<file path="src/sbl_defs.svh">
// timing, address and count constants of the serial bootstrap loader
// assumes a 40 MHz clock; included by bare name from the loader and uart design files
`ifndef SBL_DEFS_SVH
`define SBL_DEFS_SVH

`define SBL_CLK_HZ         40000000
`define SBL_FAST_BAUD_X2   15625
`define SBL_SLOW_BAUD      1200
`define SBL_PROG_PULSE_US  2000
`define SBL_US_PER_S       1000000
`define SBL_IDLE_CHARS     4
`define SBL_BITS_PER_CHAR  10
`define SBL_FAST_LIMIT_MUL 2
`define SBL_BREAK_BITS     10
`define SBL_SYNC_TAIL_BITS 9
`define SBL_STOP_BIT       4'h9
`define SBL_RAM_BYTES      512
`define SBL_RAM_LAST       10'h1ff
`define SBL_RAM_FULL       10'h200
`define SBL_ZERO_BYTE      8'h00
`define SBL_EEPROM_START   16'hb600
`define SBL_RAM_START      16'h0000
`define SBL_BOOTROM_PAGE   8'hbf

`endif

</file>
<file path="src/sbl_pkg.sv">
// types shared by the serial bootstrap loader files
// assumes nothing of its surroundings
package sbl_pkg;

  // gray codes along wait, measure, tail, load, run ram
  typedef enum logic [2:0] {
    SBL_SYNC_WAIT = 3'h0,
    SBL_SYNC_MEAS = 3'h1,
    SBL_SYNC_TAIL = 3'h3,
    SBL_LOAD      = 3'h2,
    SBL_RUN_RAM   = 3'h6,
    SBL_RUN_EEP   = 3'h7
  } sbl_state_e;

  typedef logic [19:0] sbl_cyc_t;

endpackage

</file>
<file path="src/sbl_loader.sv">
// serial bootstrap loader: sync, autobaud, download, echo, exit jump
// Operation
// - four idle character times end the download
// - idle timeout armed only after sync character
// - wait for sync forever after reset
// - sync picks fast or 1200 baud
// - download zero to 512 bytes into RAM
// - first byte zero jumps to EEPROM start
// - echo every received download byte
// - transmitter double buffered, two-character pipeline
// - reset low, mode pins low: EPROM emulation
// - emulated output enable steers data port direction
// - boot ROM map bit: set in bootstrap, protected otherwise
// - mapped boot ROM overrides user ROM reads
// - programming pulse lasts 2 ms
// - idle timeout jumps to RAM start
// - break as first character jumps to EEPROM
// assumes all inputs synchronous to the 40 MHz clk_i
`timescale 1ns/1ps
`include "sbl_defs.svh"

module sbl_loader
  import sbl_pkg::*;
#(
  parameter sbl_cyc_t    FAST_BIT_CYC =
    20'(`SBL_CLK_HZ * 2 / `SBL_FAST_BAUD_X2),
  parameter sbl_cyc_t    SLOW_BIT_CYC = 20'(`SBL_CLK_HZ / `SBL_SLOW_BAUD),
  parameter logic [16:0] PROG_CYC     =
    17'(`SBL_CLK_HZ / `SBL_US_PER_S * `SBL_PROG_PULSE_US)
)
(
  input  wire logic        clk_i,           // system clock
  input  wire logic        rst_n_i,         // async reset, active low
  input  wire logic        mode_a_i,        // mode select pin a
  input  wire logic        mode_b_i,        // mode select pin b
  input  wire logic        rxd_i,           // serial receive line
  output logic             txd_o,           // serial transmit line
  output logic             jump_valid_o,    // loader finished
  output logic [15:0]      jump_addr_o,     // where to start running
  output logic [9:0]       load_len_o,      // bytes stored
  output logic             baud_slow_o,     // slow rate selected
  input  wire logic [8:0]  ram_rd_addr_i,   // loaded RAM read address
  output logic [7:0]       ram_rd_data_o,   // loaded RAM read data
  input  wire logic        map_wr_i,        // write boot rom map bit
  input  wire logic        map_wdata_i,     // value for map bit
  output logic             boot_rom_map_enable_o, // map bit
  input  wire logic [15:0] cpu_addr_i,      // cpu read address
  input  wire logic [7:0]  boot_rom_data_i, // boot ROM data
  input  wire logic [7:0]  user_rom_data_i, // user ROM/EPROM data
  output logic             boot_rom_sel_o,  // boot ROM decoded
  output logic [7:0]       cpu_rd_data_o,   // registered read data
  output logic             emulation_mode_o, // EPROM emulation active
  input  wire logic        emu_oe_n_i,      // emulated output enable
  input  wire logic [7:0]  emu_data_i,      // EPROM data to drive
  output logic [7:0]       port_data_o,     // data port output
  output logic             port_oe_n_o,     // data port drive, low
  input  wire logic        prog_start_i,    // start program pulse
  output logic             prog_pulse_o     // program voltage on
);

  localparam sbl_cyc_t FAST_LIM =
    20'(FAST_BIT_CYC * `SBL_FAST_LIMIT_MUL);
  localparam sbl_cyc_t BRK_LIM  = 20'(SLOW_BIT_CYC * `SBL_BREAK_BITS);

  sbl_state_e  state_reg;
  sbl_cyc_t    meas_reg;
  sbl_cyc_t    bit_cyc_reg;
  sbl_cyc_t    tail_lim;
  logic [21:0] idle_reg;
  logic [21:0] idle_lim;
  logic [9:0]  byte_cnt_reg;
  logic [7:0]  ram_mem [`SBL_RAM_BYTES];
  logic        rx_valid;
  logic [7:0]  rx_data;
  logic        tx_wr;
  logic        first_zero;
  logic        store;
  logic        boot_mode_reg;
  logic        strap_done_reg;
  logic [16:0] prog_cnt_reg;

  // ==========================================================
  // serial link
  sbl_uart u_uart (
    .clk_i      (clk_i),
    .rst_n_i    (rst_n_i),
    .bit_cyc_i  (bit_cyc_reg),
    .rx_en_i    (state_reg == SBL_LOAD),
    .rxd_i      (rxd_i),
    .rx_valid_o (rx_valid),
    .rx_data_o  (rx_data),
    .tx_wr_i    (tx_wr),
    .tx_data_i  (rx_data),
    .tx_ready_o (),
    .txd_o      (txd_o)
  );

  // ==========================================================
  // sequencer
  assign tail_lim   = 20'(bit_cyc_reg * 20'(`SBL_SYNC_TAIL_BITS));
  assign idle_lim   = 22'(bit_cyc_reg) *
                      22'(`SBL_IDLE_CHARS * `SBL_BITS_PER_CHAR);
  assign first_zero = (byte_cnt_reg == 10'h0) && (rx_data == `SBL_ZERO_BYTE);
  assign store      = (state_reg == SBL_LOAD) && rx_valid && !first_zero;
  assign tx_wr      = store;

  always_ff @(posedge clk_i or negedge rst_n_i) begin
    if (!rst_n_i) begin
      state_reg   <= SBL_SYNC_WAIT;
      meas_reg    <= '0;
      bit_cyc_reg <= FAST_BIT_CYC;
      jump_addr_o <= `SBL_RAM_START;
    end else begin
      unique case (state_reg)
        SBL_SYNC_WAIT: begin
          meas_reg <= '0;
          if (!rxd_i) begin
            state_reg <= SBL_SYNC_MEAS;
          end
        end
        SBL_SYNC_MEAS: begin
          meas_reg <= meas_reg + 20'h1;
          if (meas_reg >= BRK_LIM) begin
            state_reg   <= SBL_RUN_EEP;
            jump_addr_o <= `SBL_EEPROM_START;
          end else if (rxd_i) begin
            // a fast start bit is one fast bit; slow one is far longer
            bit_cyc_reg <= (meas_reg < FAST_LIM) ? FAST_BIT_CYC
                                                 : SLOW_BIT_CYC;
            meas_reg    <= '0;
            state_reg   <= SBL_SYNC_TAIL;
          end
        end
        SBL_SYNC_TAIL: begin
          // let the rest of the sync character pass before arming
          meas_reg <= meas_reg + 20'h1;
          if (meas_reg >= tail_lim) begin
            state_reg <= SBL_LOAD;
          end
        end
        SBL_LOAD: begin
          if (rx_valid && first_zero) begin
            state_reg   <= SBL_RUN_EEP;
            jump_addr_o <= `SBL_EEPROM_START;
          end else if (store && byte_cnt_reg == `SBL_RAM_LAST) begin
            state_reg   <= SBL_RUN_RAM;
            jump_addr_o <= `SBL_RAM_START;
          end else if (idle_reg >= idle_lim) begin
            state_reg   <= SBL_RUN_RAM;
            jump_addr_o <= `SBL_RAM_START;
          end
        end
        SBL_RUN_RAM, SBL_RUN_EEP: begin
          state_reg <= state_reg;
        end
      endcase
    end
  end

  // idle gap timer, cleared whenever the line shows activity
  always_ff @(posedge clk_i or negedge rst_n_i) begin
    if (!rst_n_i) begin
      idle_reg <= '0;
    end else if (state_reg != SBL_LOAD || !rxd_i || rx_valid) begin
      idle_reg <= '0;
    end else if (idle_reg < idle_lim) begin
      idle_reg <= idle_reg + 22'h1;
    end
  end

  // download store, limited to the RAM size
  always_ff @(posedge clk_i or negedge rst_n_i) begin
    if (!rst_n_i) begin
      byte_cnt_reg <= '0;
    end else if (store) begin
      byte_cnt_reg <= byte_cnt_reg + 10'h1;
    end
  end

  always_ff @(posedge clk_i) begin
    if (store) begin
      ram_mem[byte_cnt_reg[8:0]] <= rx_data;
    end
  end

  always_ff @(posedge clk_i or negedge rst_n_i) begin
    if (!rst_n_i) begin
      ram_rd_data_o <= '0;
    end else begin
      ram_rd_data_o <= ram_mem[ram_rd_addr_i];
    end
  end

  assign jump_valid_o = (state_reg == SBL_RUN_RAM) ||
                        (state_reg == SBL_RUN_EEP);
  assign load_len_o   = byte_cnt_reg;
  assign baud_slow_o  = (bit_cyc_reg == SLOW_BIT_CYC);

  // ==========================================================
  // boot ROM mapping; strap is caught on the first edge after release
  always_ff @(posedge clk_i or negedge rst_n_i) begin
    if (!rst_n_i) begin
      strap_done_reg        <= 1'b0;
      boot_mode_reg         <= 1'b0;
      boot_rom_map_enable_o <= 1'b0;
    end else if (!strap_done_reg) begin
      strap_done_reg        <= 1'b1;
      boot_mode_reg         <= !mode_a_i && !mode_b_i;
      boot_rom_map_enable_o <= !mode_a_i && !mode_b_i;
    end else if (map_wr_i && boot_mode_reg) begin
      boot_rom_map_enable_o <= map_wdata_i;
    end
  end

  assign boot_rom_sel_o = boot_rom_map_enable_o &&
                          (cpu_addr_i[15:8] == `SBL_BOOTROM_PAGE);

  always_ff @(posedge clk_i or negedge rst_n_i) begin
    if (!rst_n_i) begin
      cpu_rd_data_o <= '0;
    end else begin
      cpu_rd_data_o <= boot_rom_sel_o ? boot_rom_data_i
                                      : user_rom_data_i;
    end
  end

  // ==========================================================
  // EPROM emulation pins follow the reset and mode pins directly
  assign emulation_mode_o = !rst_n_i && !mode_a_i && !mode_b_i;
  assign port_oe_n_o      = !(emulation_mode_o && !emu_oe_n_i);
  assign port_data_o      = emu_data_i;

  // ==========================================================
  // programming pulse timer
  always_ff @(posedge clk_i or negedge rst_n_i) begin
    if (!rst_n_i) begin
      prog_cnt_reg <= '0;
      prog_pulse_o <= 1'b0;
    end else if (!prog_pulse_o && prog_start_i) begin
      prog_cnt_reg <= PROG_CYC - 17'h1;
      prog_pulse_o <= 1'b1;
    end else if (prog_pulse_o) begin
      if (prog_cnt_reg == '0) begin
        prog_pulse_o <= 1'b0;
      end else begin
        prog_cnt_reg <= prog_cnt_reg - 17'h1;
      end
    end
  end
endmodule

</file>
<file path="src/sbl_uart.sv">
// async serial interface: 8N1 receiver and double-buffered transmitter
// assumes rxd_i synchronous to clk_i; bit period given in clock cycles
`timescale 1ns/1ps
`include "sbl_defs.svh"

module sbl_uart
  import sbl_pkg::*;
(
  input  wire logic       clk_i,      // system clock
  input  wire logic       rst_n_i,    // async reset, active low
  input  wire sbl_cyc_t   bit_cyc_i,  // cycles per bit
  input  wire logic       rx_en_i,    // receiver armed
  input  wire logic       rxd_i,      // serial receive line
  output logic            rx_valid_o, // one-cycle byte strobe
  output logic [7:0]      rx_data_o,  // received byte
  input  wire logic       tx_wr_i,    // write transmit holding reg
  input  wire logic [7:0] tx_data_i,  // byte to send
  output logic            tx_ready_o, // holding register empty
  output logic            txd_o       // serial transmit line
);

  logic       rx_act_reg;
  sbl_cyc_t   rx_cnt_reg;
  logic [3:0] rx_bit_reg;
  logic [7:0] rx_sh_reg;
  logic       rx_prev_reg;
  logic       hold_full_reg;
  logic [7:0] hold_reg;
  logic       tx_act_reg;
  logic [9:0] tx_sh_reg;
  sbl_cyc_t   tx_cnt_reg;
  logic [3:0] tx_bit_reg;

  // ==========================================================
  // receiver
  always_ff @(posedge clk_i or negedge rst_n_i) begin
    if (!rst_n_i) begin
      rx_act_reg  <= 1'b0;
      rx_cnt_reg  <= '0;
      rx_bit_reg  <= '0;
      rx_sh_reg   <= '0;
      rx_prev_reg <= 1'b1;
      rx_valid_o  <= 1'b0;
      rx_data_o   <= '0;
    end else begin
      rx_prev_reg <= rxd_i;
      rx_valid_o  <= 1'b0;
      if (!rx_act_reg) begin
        if (rx_en_i && rx_prev_reg && !rxd_i) begin
          rx_act_reg <= 1'b1;
          rx_cnt_reg <= bit_cyc_i >> 1;
          rx_bit_reg <= '0;
        end
      end else if (rx_cnt_reg != '0) begin
        rx_cnt_reg <= rx_cnt_reg - 20'h1;
      end else begin
        rx_cnt_reg <= bit_cyc_i - 20'h1;
        rx_bit_reg <= rx_bit_reg + 4'h1;
        if (rx_bit_reg == 4'h0 && rxd_i) begin
          rx_act_reg <= 1'b0; // glitch, not a start bit
        end else if (rx_bit_reg == `SBL_STOP_BIT) begin
          rx_act_reg <= 1'b0;
          if (rxd_i) begin
            rx_valid_o <= 1'b1;
            rx_data_o  <= rx_sh_reg;
          end
        end else if (rx_bit_reg != 4'h0) begin
          rx_sh_reg <= {rxd_i, rx_sh_reg[7:1]};
        end
      end
    end
  end

  // ==========================================================
  // transmitter: holding register feeds the shifter
  assign tx_ready_o = !hold_full_reg;
  assign txd_o      = tx_sh_reg[0];

  always_ff @(posedge clk_i or negedge rst_n_i) begin
    if (!rst_n_i) begin
      hold_full_reg <= 1'b0;
      hold_reg      <= '0;
      tx_act_reg    <= 1'b0;
      tx_sh_reg     <= '1;
      tx_cnt_reg    <= '0;
      tx_bit_reg    <= '0;
    end else begin
      if (tx_wr_i && !hold_full_reg) begin
        hold_full_reg <= 1'b1;
        hold_reg      <= tx_data_i;
      end
      if (!tx_act_reg) begin
        if (hold_full_reg) begin
          tx_sh_reg     <= {1'b1, hold_reg, 1'b0};
          tx_act_reg    <= 1'b1;
          tx_cnt_reg    <= bit_cyc_i - 20'h1;
          tx_bit_reg    <= '0;
          hold_full_reg <= 1'b0;
        end
      end else if (tx_cnt_reg != '0) begin
        tx_cnt_reg <= tx_cnt_reg - 20'h1;
      end else begin
        tx_cnt_reg <= bit_cyc_i - 20'h1;
        tx_sh_reg  <= {1'b1, tx_sh_reg[9:1]};
        if (tx_bit_reg == `SBL_STOP_BIT) begin
          tx_act_reg <= 1'b0;
        end else begin
          tx_bit_reg <= tx_bit_reg + 4'h1;
        end
      end
    end
  end
endmodule

</file>
<file path="config.mk">
export PLATFORM = sky130hd
export DESIGN_NAME = sbl_loader
export DESIGN_NICKNAME = d
export VERILOG_FILES = /design/src/sbl_pkg.sv /design/src/sbl_loader.sv /design/src/sbl_uart.sv
export VERILOG_INCLUDE_DIRS = /design/src
export SDC_FILE = /design/constraint.sdc
export NUM_CORES = 2
export LEC_CHECK = 0
export BUFFER_PORTS_ARGS = -buffer_cell sky130_fd_sc_hd__buf_4
export CAP_MARGIN = 20
export CORE_MARGIN = 5
export CORE_UTILIZATION = 52
export DETAILED_ROUTE_END_ITERATION = 10
export HOLD_SLACK_MARGIN = 0.02
export PLACE_DENSITY = 0.67
export SYNTH_ARGS = -nofsm -noshare
export SYNTH_HDL_FRONTEND = slang
export SYNTH_SLANG_ARGS = --single-unit
</file>
<file path="constraint.sdc">
create_clock -name clk_i -period 12.88 [get_ports clk_i]
set_input_delay 0.644 -clock clk_i [delete_from_list [all_inputs] [get_ports clk_i]]
set_output_delay 0.644 -clock clk_i [all_outputs]
set_load 0.05 [all_outputs]
</file>
Word level (Yosys, flattened, before mapping). Memories as Yosys holds them, arrays and structs flattened. A register that Yosys moved wholly into a read port is not among the register bits. Cells that the tools add are included.

Equal/unequal tests: 21. Reduce and logical (&&, ||, !) cells: 53. Add/sub/neg operators: 9. Multipliers: 2. Multiplexer cells: 63. $lt $le $gt $ge: 5. Bitwise logic cells: 5.

Operators by type and width (number): 2-to-1 mux 20 bit (8); 2-to-1 mux 16 bit (5); one-hot mux 20 bit (3 select lines) (1); subtractor 20 x 1 -> 20 bit (second input constant) (3); 2-to-1 mux 17 bit (3); 2-to-1 mux 22 bit (2); nonzero test 20 bit (2); one-hot mux 16 bit (2 select lines) (1); 2-to-1 mux 10 bit (3); 2-to-1 mux 4 bit (7); 2-to-1 mux 1 bit (24); adder 22 x 1 -> 22 bit (second input constant) (1); greater-or-equal comparator 22 bit (1); < comparator 22 bit (1); 2-to-1 mux 3 bit (7); adder 20 x 1 -> 20 bit (second input constant) (1); == test 20 x 16 -> 1 bit (second input constant) (1); greater-or-equal comparator 20 x 19 -> 1 bit (second input constant) (1); greater-or-equal comparator 20 bit (1); < comparator 20 x 14 -> 1 bit (second input constant) (1); multiplier 20 x 3 -> 19 bit (second input constant) (1); multiplier 20 x 4 -> 20 bit (second input constant) (1); logical NOT 17 bit (1); subtractor 17 x 1 -> 17 bit (second input constant) (1); other kinds (30) (80).

Register bits after elaboration: 207. Word-level logic and storage cells: 184. Input port bits: 58. Memory bits (writable): 4096. Memories: 1. Output and inout port bits: 58.

Memory list: ram_mem (words 512, bits a word 8, rd ports 1, clocked after memory_dff 1, wr ports 1, line sbl_loader.sv:72) `` logic [7:0] ram_mem [`SBL_RAM_BYTES]; ``.

Longest topological paths before layout.
Depth in word-level cells: 8. Gate-level depth with buffers: 13.

By module. From an unflattened synthesis, not the netlist that was laid out.

Cell total of the unflattened synthesis: 9164. Area total of the unflattened synthesis: 170911.4 um^2.

Modules (own cells, without submodules): sbl_loader (area each 165662.6 um^2, instances 1, cells each 8607); sbl_uart (area each 5248.8 um^2, instances 1, cells each 557).

Worst setup path before layout. OpenSTA, ideal clock, no wires.

Path type: register to register. Start: reg u_uart.rx_data_o[4]. End: mem ram_mem[103][0], enable pin. Setup time: 0.370 ns. Period minus slack after synthesis: 8.551 ns. Data required time: 12.510 ns. Stages on the path, launching flop included: 8. Arrival: 8.180 ns. Path slack: 4.329 ns. Path through: dfrtp_1 -> nor4b_1 -> and3_4 -> a21oi_1 -> and3_1 -> nand2_1 -> clkbuf_1 -> nor2_1.

Longest elaborated chain between the ends: 6.

RTL lines: start: declaration (line sbl_uart.sv:15) `output logic [7:0] rx_data_o,`; start signal: assignment (line sbl_uart.sv:65) `rx_data_o <= rx_sh_reg;`; logical NOT 8 bit (no line); logical AND 1 bit (line sbl_loader.sv:103) `` assign first_zero = (byte_cnt_reg == 10'h0) && (rx_data == `SBL_ZERO_BYTE); ``; logical NOT 1 bit (line sbl_loader.sv:104) `assign store = (state_reg == SBL_LOAD) && rx_valid && !first_zero;`; logical AND 1 bit (line sbl_loader.sv:104); 2-to-1 mux 1 bit (line sbl_loader.sv:181) `if (store) begin`; 2-to-1 mux 1 bit (not written as such) (line sbl_loader.sv:182) `ram_mem[byte_cnt_reg[8:0]] <= rx_data;`; end: declaration (line sbl_loader.sv:72).

Every way passes these cells.

==> results.cfg <==
[power_and_ir_drop]
p_leak_uw = 0.0538
p_total_uw = 28300
p_per_area_mw_per_mm2 = 150
swShare_pct = 21.0
intPower_uw = 22400
p_clk_share_pct = 43.0
seqPwrFrac_pct = 53.4
pwr-share-comb_pct = 3.6
ir_drop_uv = 121
switchingPower_uw = 5960

[final_layout]
area_growth_pct = 10.5
n_fill_cell = 23800
nNetsFinal = 9342
final_cells = 13900
largest_reg_flops = 4096
drive_above_1_share_pct = 17.5

[timing]
relSlewSlack_pct = 14.3
rsz0062_at_grt = no
max_freq_mhz = 199
setup_violations = 0
post-route-period-util_pct = 39.1
setup_slack_ns = 7.84
report.final.hold_viol_count = 0
hold_ws_ns = 0.119
finalCriticalPeriod_ns = 5.04
setup_tns_ns = 0
fin_skew_ns = 0.0509
tightest_slew_ns = 1.29
drv_slew = 0

[global_routing]
globalRouteOverflowTotal = 0
grt_pass1_vias = 89500
grt_pass1_wl_um = 635000
antenna_found_initial = 20
grt_start_max_net_pins = 181
grtUsageTotal_pct = 25.5

[place]
gp_congestion = 0.870
dp_hpwl_um = 262000
dp.cells = 13100
place_ws_ns = 6.95
io_buffers = 80

[logic_synthesis]
synth_area_mm2 = 0.171
syn_area_per_cell_um2 = 18.8
synth_ff_type = edfxtp_1
synth_cell_type_count = 103
synth_most_common_cell = edfxtp_1
ys_seq_area_share_pct = 74.7
ys_seq_elements = 4277
synth_edf_count = 4096
yosys-top-cells-count = edfxtp_1 (4096), mux2i_1 (795), nor2_1 (708)
synth_top_cell_area_share_pct = 72.0
netlist_top_cells_area = edfxtp_1 (72%), mux4_2 (8.4%), mux2i_1 (4.7%)
synth_cells = 9094
async_reset_ff_share_pct = 4.23
ys_warn_count = 0
yosys.area.top_type = edfxtp_1

[floorplan]
coreArea_mm2 = 0.327
dieArea_mm2 = 0.340
initial_core_util_pct = 52.2
die-width_um = 583
die_h_um = 583
rows = 210
io-pin-count = 116

[critical_path]
r2r_start = load_len_o[0]
critPathKind = in -> reg
crit_start = ram_rd_addr_i[0]
r2r_end = ram_mem[444][3]
crit_fanout = 75
cp-end-kind = register
cp-endpoint = ram_rd_data_o[3]
r2r_cells = 8
required_ns = 13.78
cp.arrival_ns = 5.94
rrSetupSlack_ns = 8.25
worstSetupStartpointType = primary input

[job]
max-cap-violations = 0

[clock_network]
htreeDepth = 5
tritoncts = done
clock_path_buffers = 4
cts_resized = 0
cts_buffers = 425
cts_hold_buf = 22
post_cts_buffers = 0
root_buffer = clkbuf_16
cts.reportedPaths.clkPinSlew_ns = 0.06
clock_sinks = 4277
clk_latency_ns = 0.97

[detailed_routing]
wirelength_um = 443000
drt_pass1_iterations = 8
vias = 90400
drtIter0Drc = 11500
via_per_inst = 6.49
drc_errors = 0
ant_nets = 0
avgRoutedWirePerCell_um = 31.8

[min_path]
min_path_type = in -> reg

[run_status]
status = complete, no violations
-- per-layer routing --
metal | part of all wire, % | up-vias | global-route usage [%]
li1 | - | 37500 | -
met1 | 39 | 47300 | 35.7
met2 | 48 | 4749 | 40.2
met3 | 9.4 | 919 | 4.92
met4 | 4.3 | 8 | 9.84
met5 | 0.012 | - | 0
-- critical path: stages --
cell	delay [ns]
buf_16	0.39
buf_12	0.46
buf_4	0.67
buf_4	0.61
mux2i_1	0.16
o221ai_1	0.35
a31oi_1	0.17
a211oi_1	0.54
a31oi_1	0.38
a21oi_1	0.82
and4_1	0.32
-- placed cells by master, fill, tap and decap left out, types with 65 or more instances in the layout --
cell and count:
clkbuf_16 433, clkinv_2 89, nand2_1 210, buf_4 245, clkbuf_1 65, o221ai_1 281
mux2i_1 795, mux4_2 638, nor2_1 707, o21ai_0 185, clkinv_1 103, o22ai_1 205
nor3_1 100, a21oi_1 221, nand3_1 78, dfrtp_1 162, edfxtp_1 4096
-- cell families after synthesis --
| family | after synthesis | synth area share (%) |
|---|---|---|
| buf+inv | 624 | 2.41 |
| xor+xnor | 60 | 0.308 |
| other cells | 2 | 0.00440 |
| fa+ha+maj | 47 | 0.343 |
| compound gates | 1211 | 4.95 |
| flops | 4277 | 74.7 |
| mux | 1507 | 13.7 |
| simple gates | 1366 | 3.64 |
-- cell type report --
class | count | area [um2] | area share [%]
inverter | 40 | 165 | 0.0875
multi-input combinational | 4203 | 39400 | 20.9
clock inverter | 273 | 2480 | 1.31
sequential | 4277 | 128000 | 67.6
antenna | 8 | 20.0 | 0.0106
clock buffer | 502 | 11100 | 5.90
tap | 4346 | 5440 | 2.88
timing repair buffer | 291 | 2560 | 1.36
-- how the worst min path moves through the flow --
stage | start | endpoint | slack [ns] | cells after the start
2_1_floorplan | rst_n_i | bit_cyc_reg[9] | 0.35 | 0
3_3_place_gp | u_uart.tx_sh_reg[7] | u_uart.tx_sh_reg[7] | 0.46 | 2
3_5_place_dp | u_uart.tx_sh_reg[7] | u_uart.tx_sh_reg[7] | 0.46 | 2
4_1_cts | mode_a_i | boot_mode_reg | 0.04 | 3
5_1_grt | mode_a_i | boot_mode_reg | 0.09 | 3
6_report | mode_a_i | boot_mode_reg | 0.12 | 3
-- through the flow --
stage | area (um2) | utilization (%)
2_1_floorplan | 171000 | -
3_3_place_gp | 175000 | 53.4
3_5_place_dp | 175000 | 53.4
4_1_cts | 189000 | 57.7
5_1_grt | 189000 | 57.7
6_report | 189000 | 57.7
-- power groups by stage --
stage | registers, uW | logic [uW] | clock network (uW)
after CTS | 15100 | 1020 | 12300
after detailed placement | 15400 | 1010 | 0
after floorplan | 15400 | 704 | 0
final | 15100 | 1020 | 12200
after global placement | 15400 | 995 | 0
after global routing | 15100 | 1070 | 12900
(Power assumes the default switching activity.)
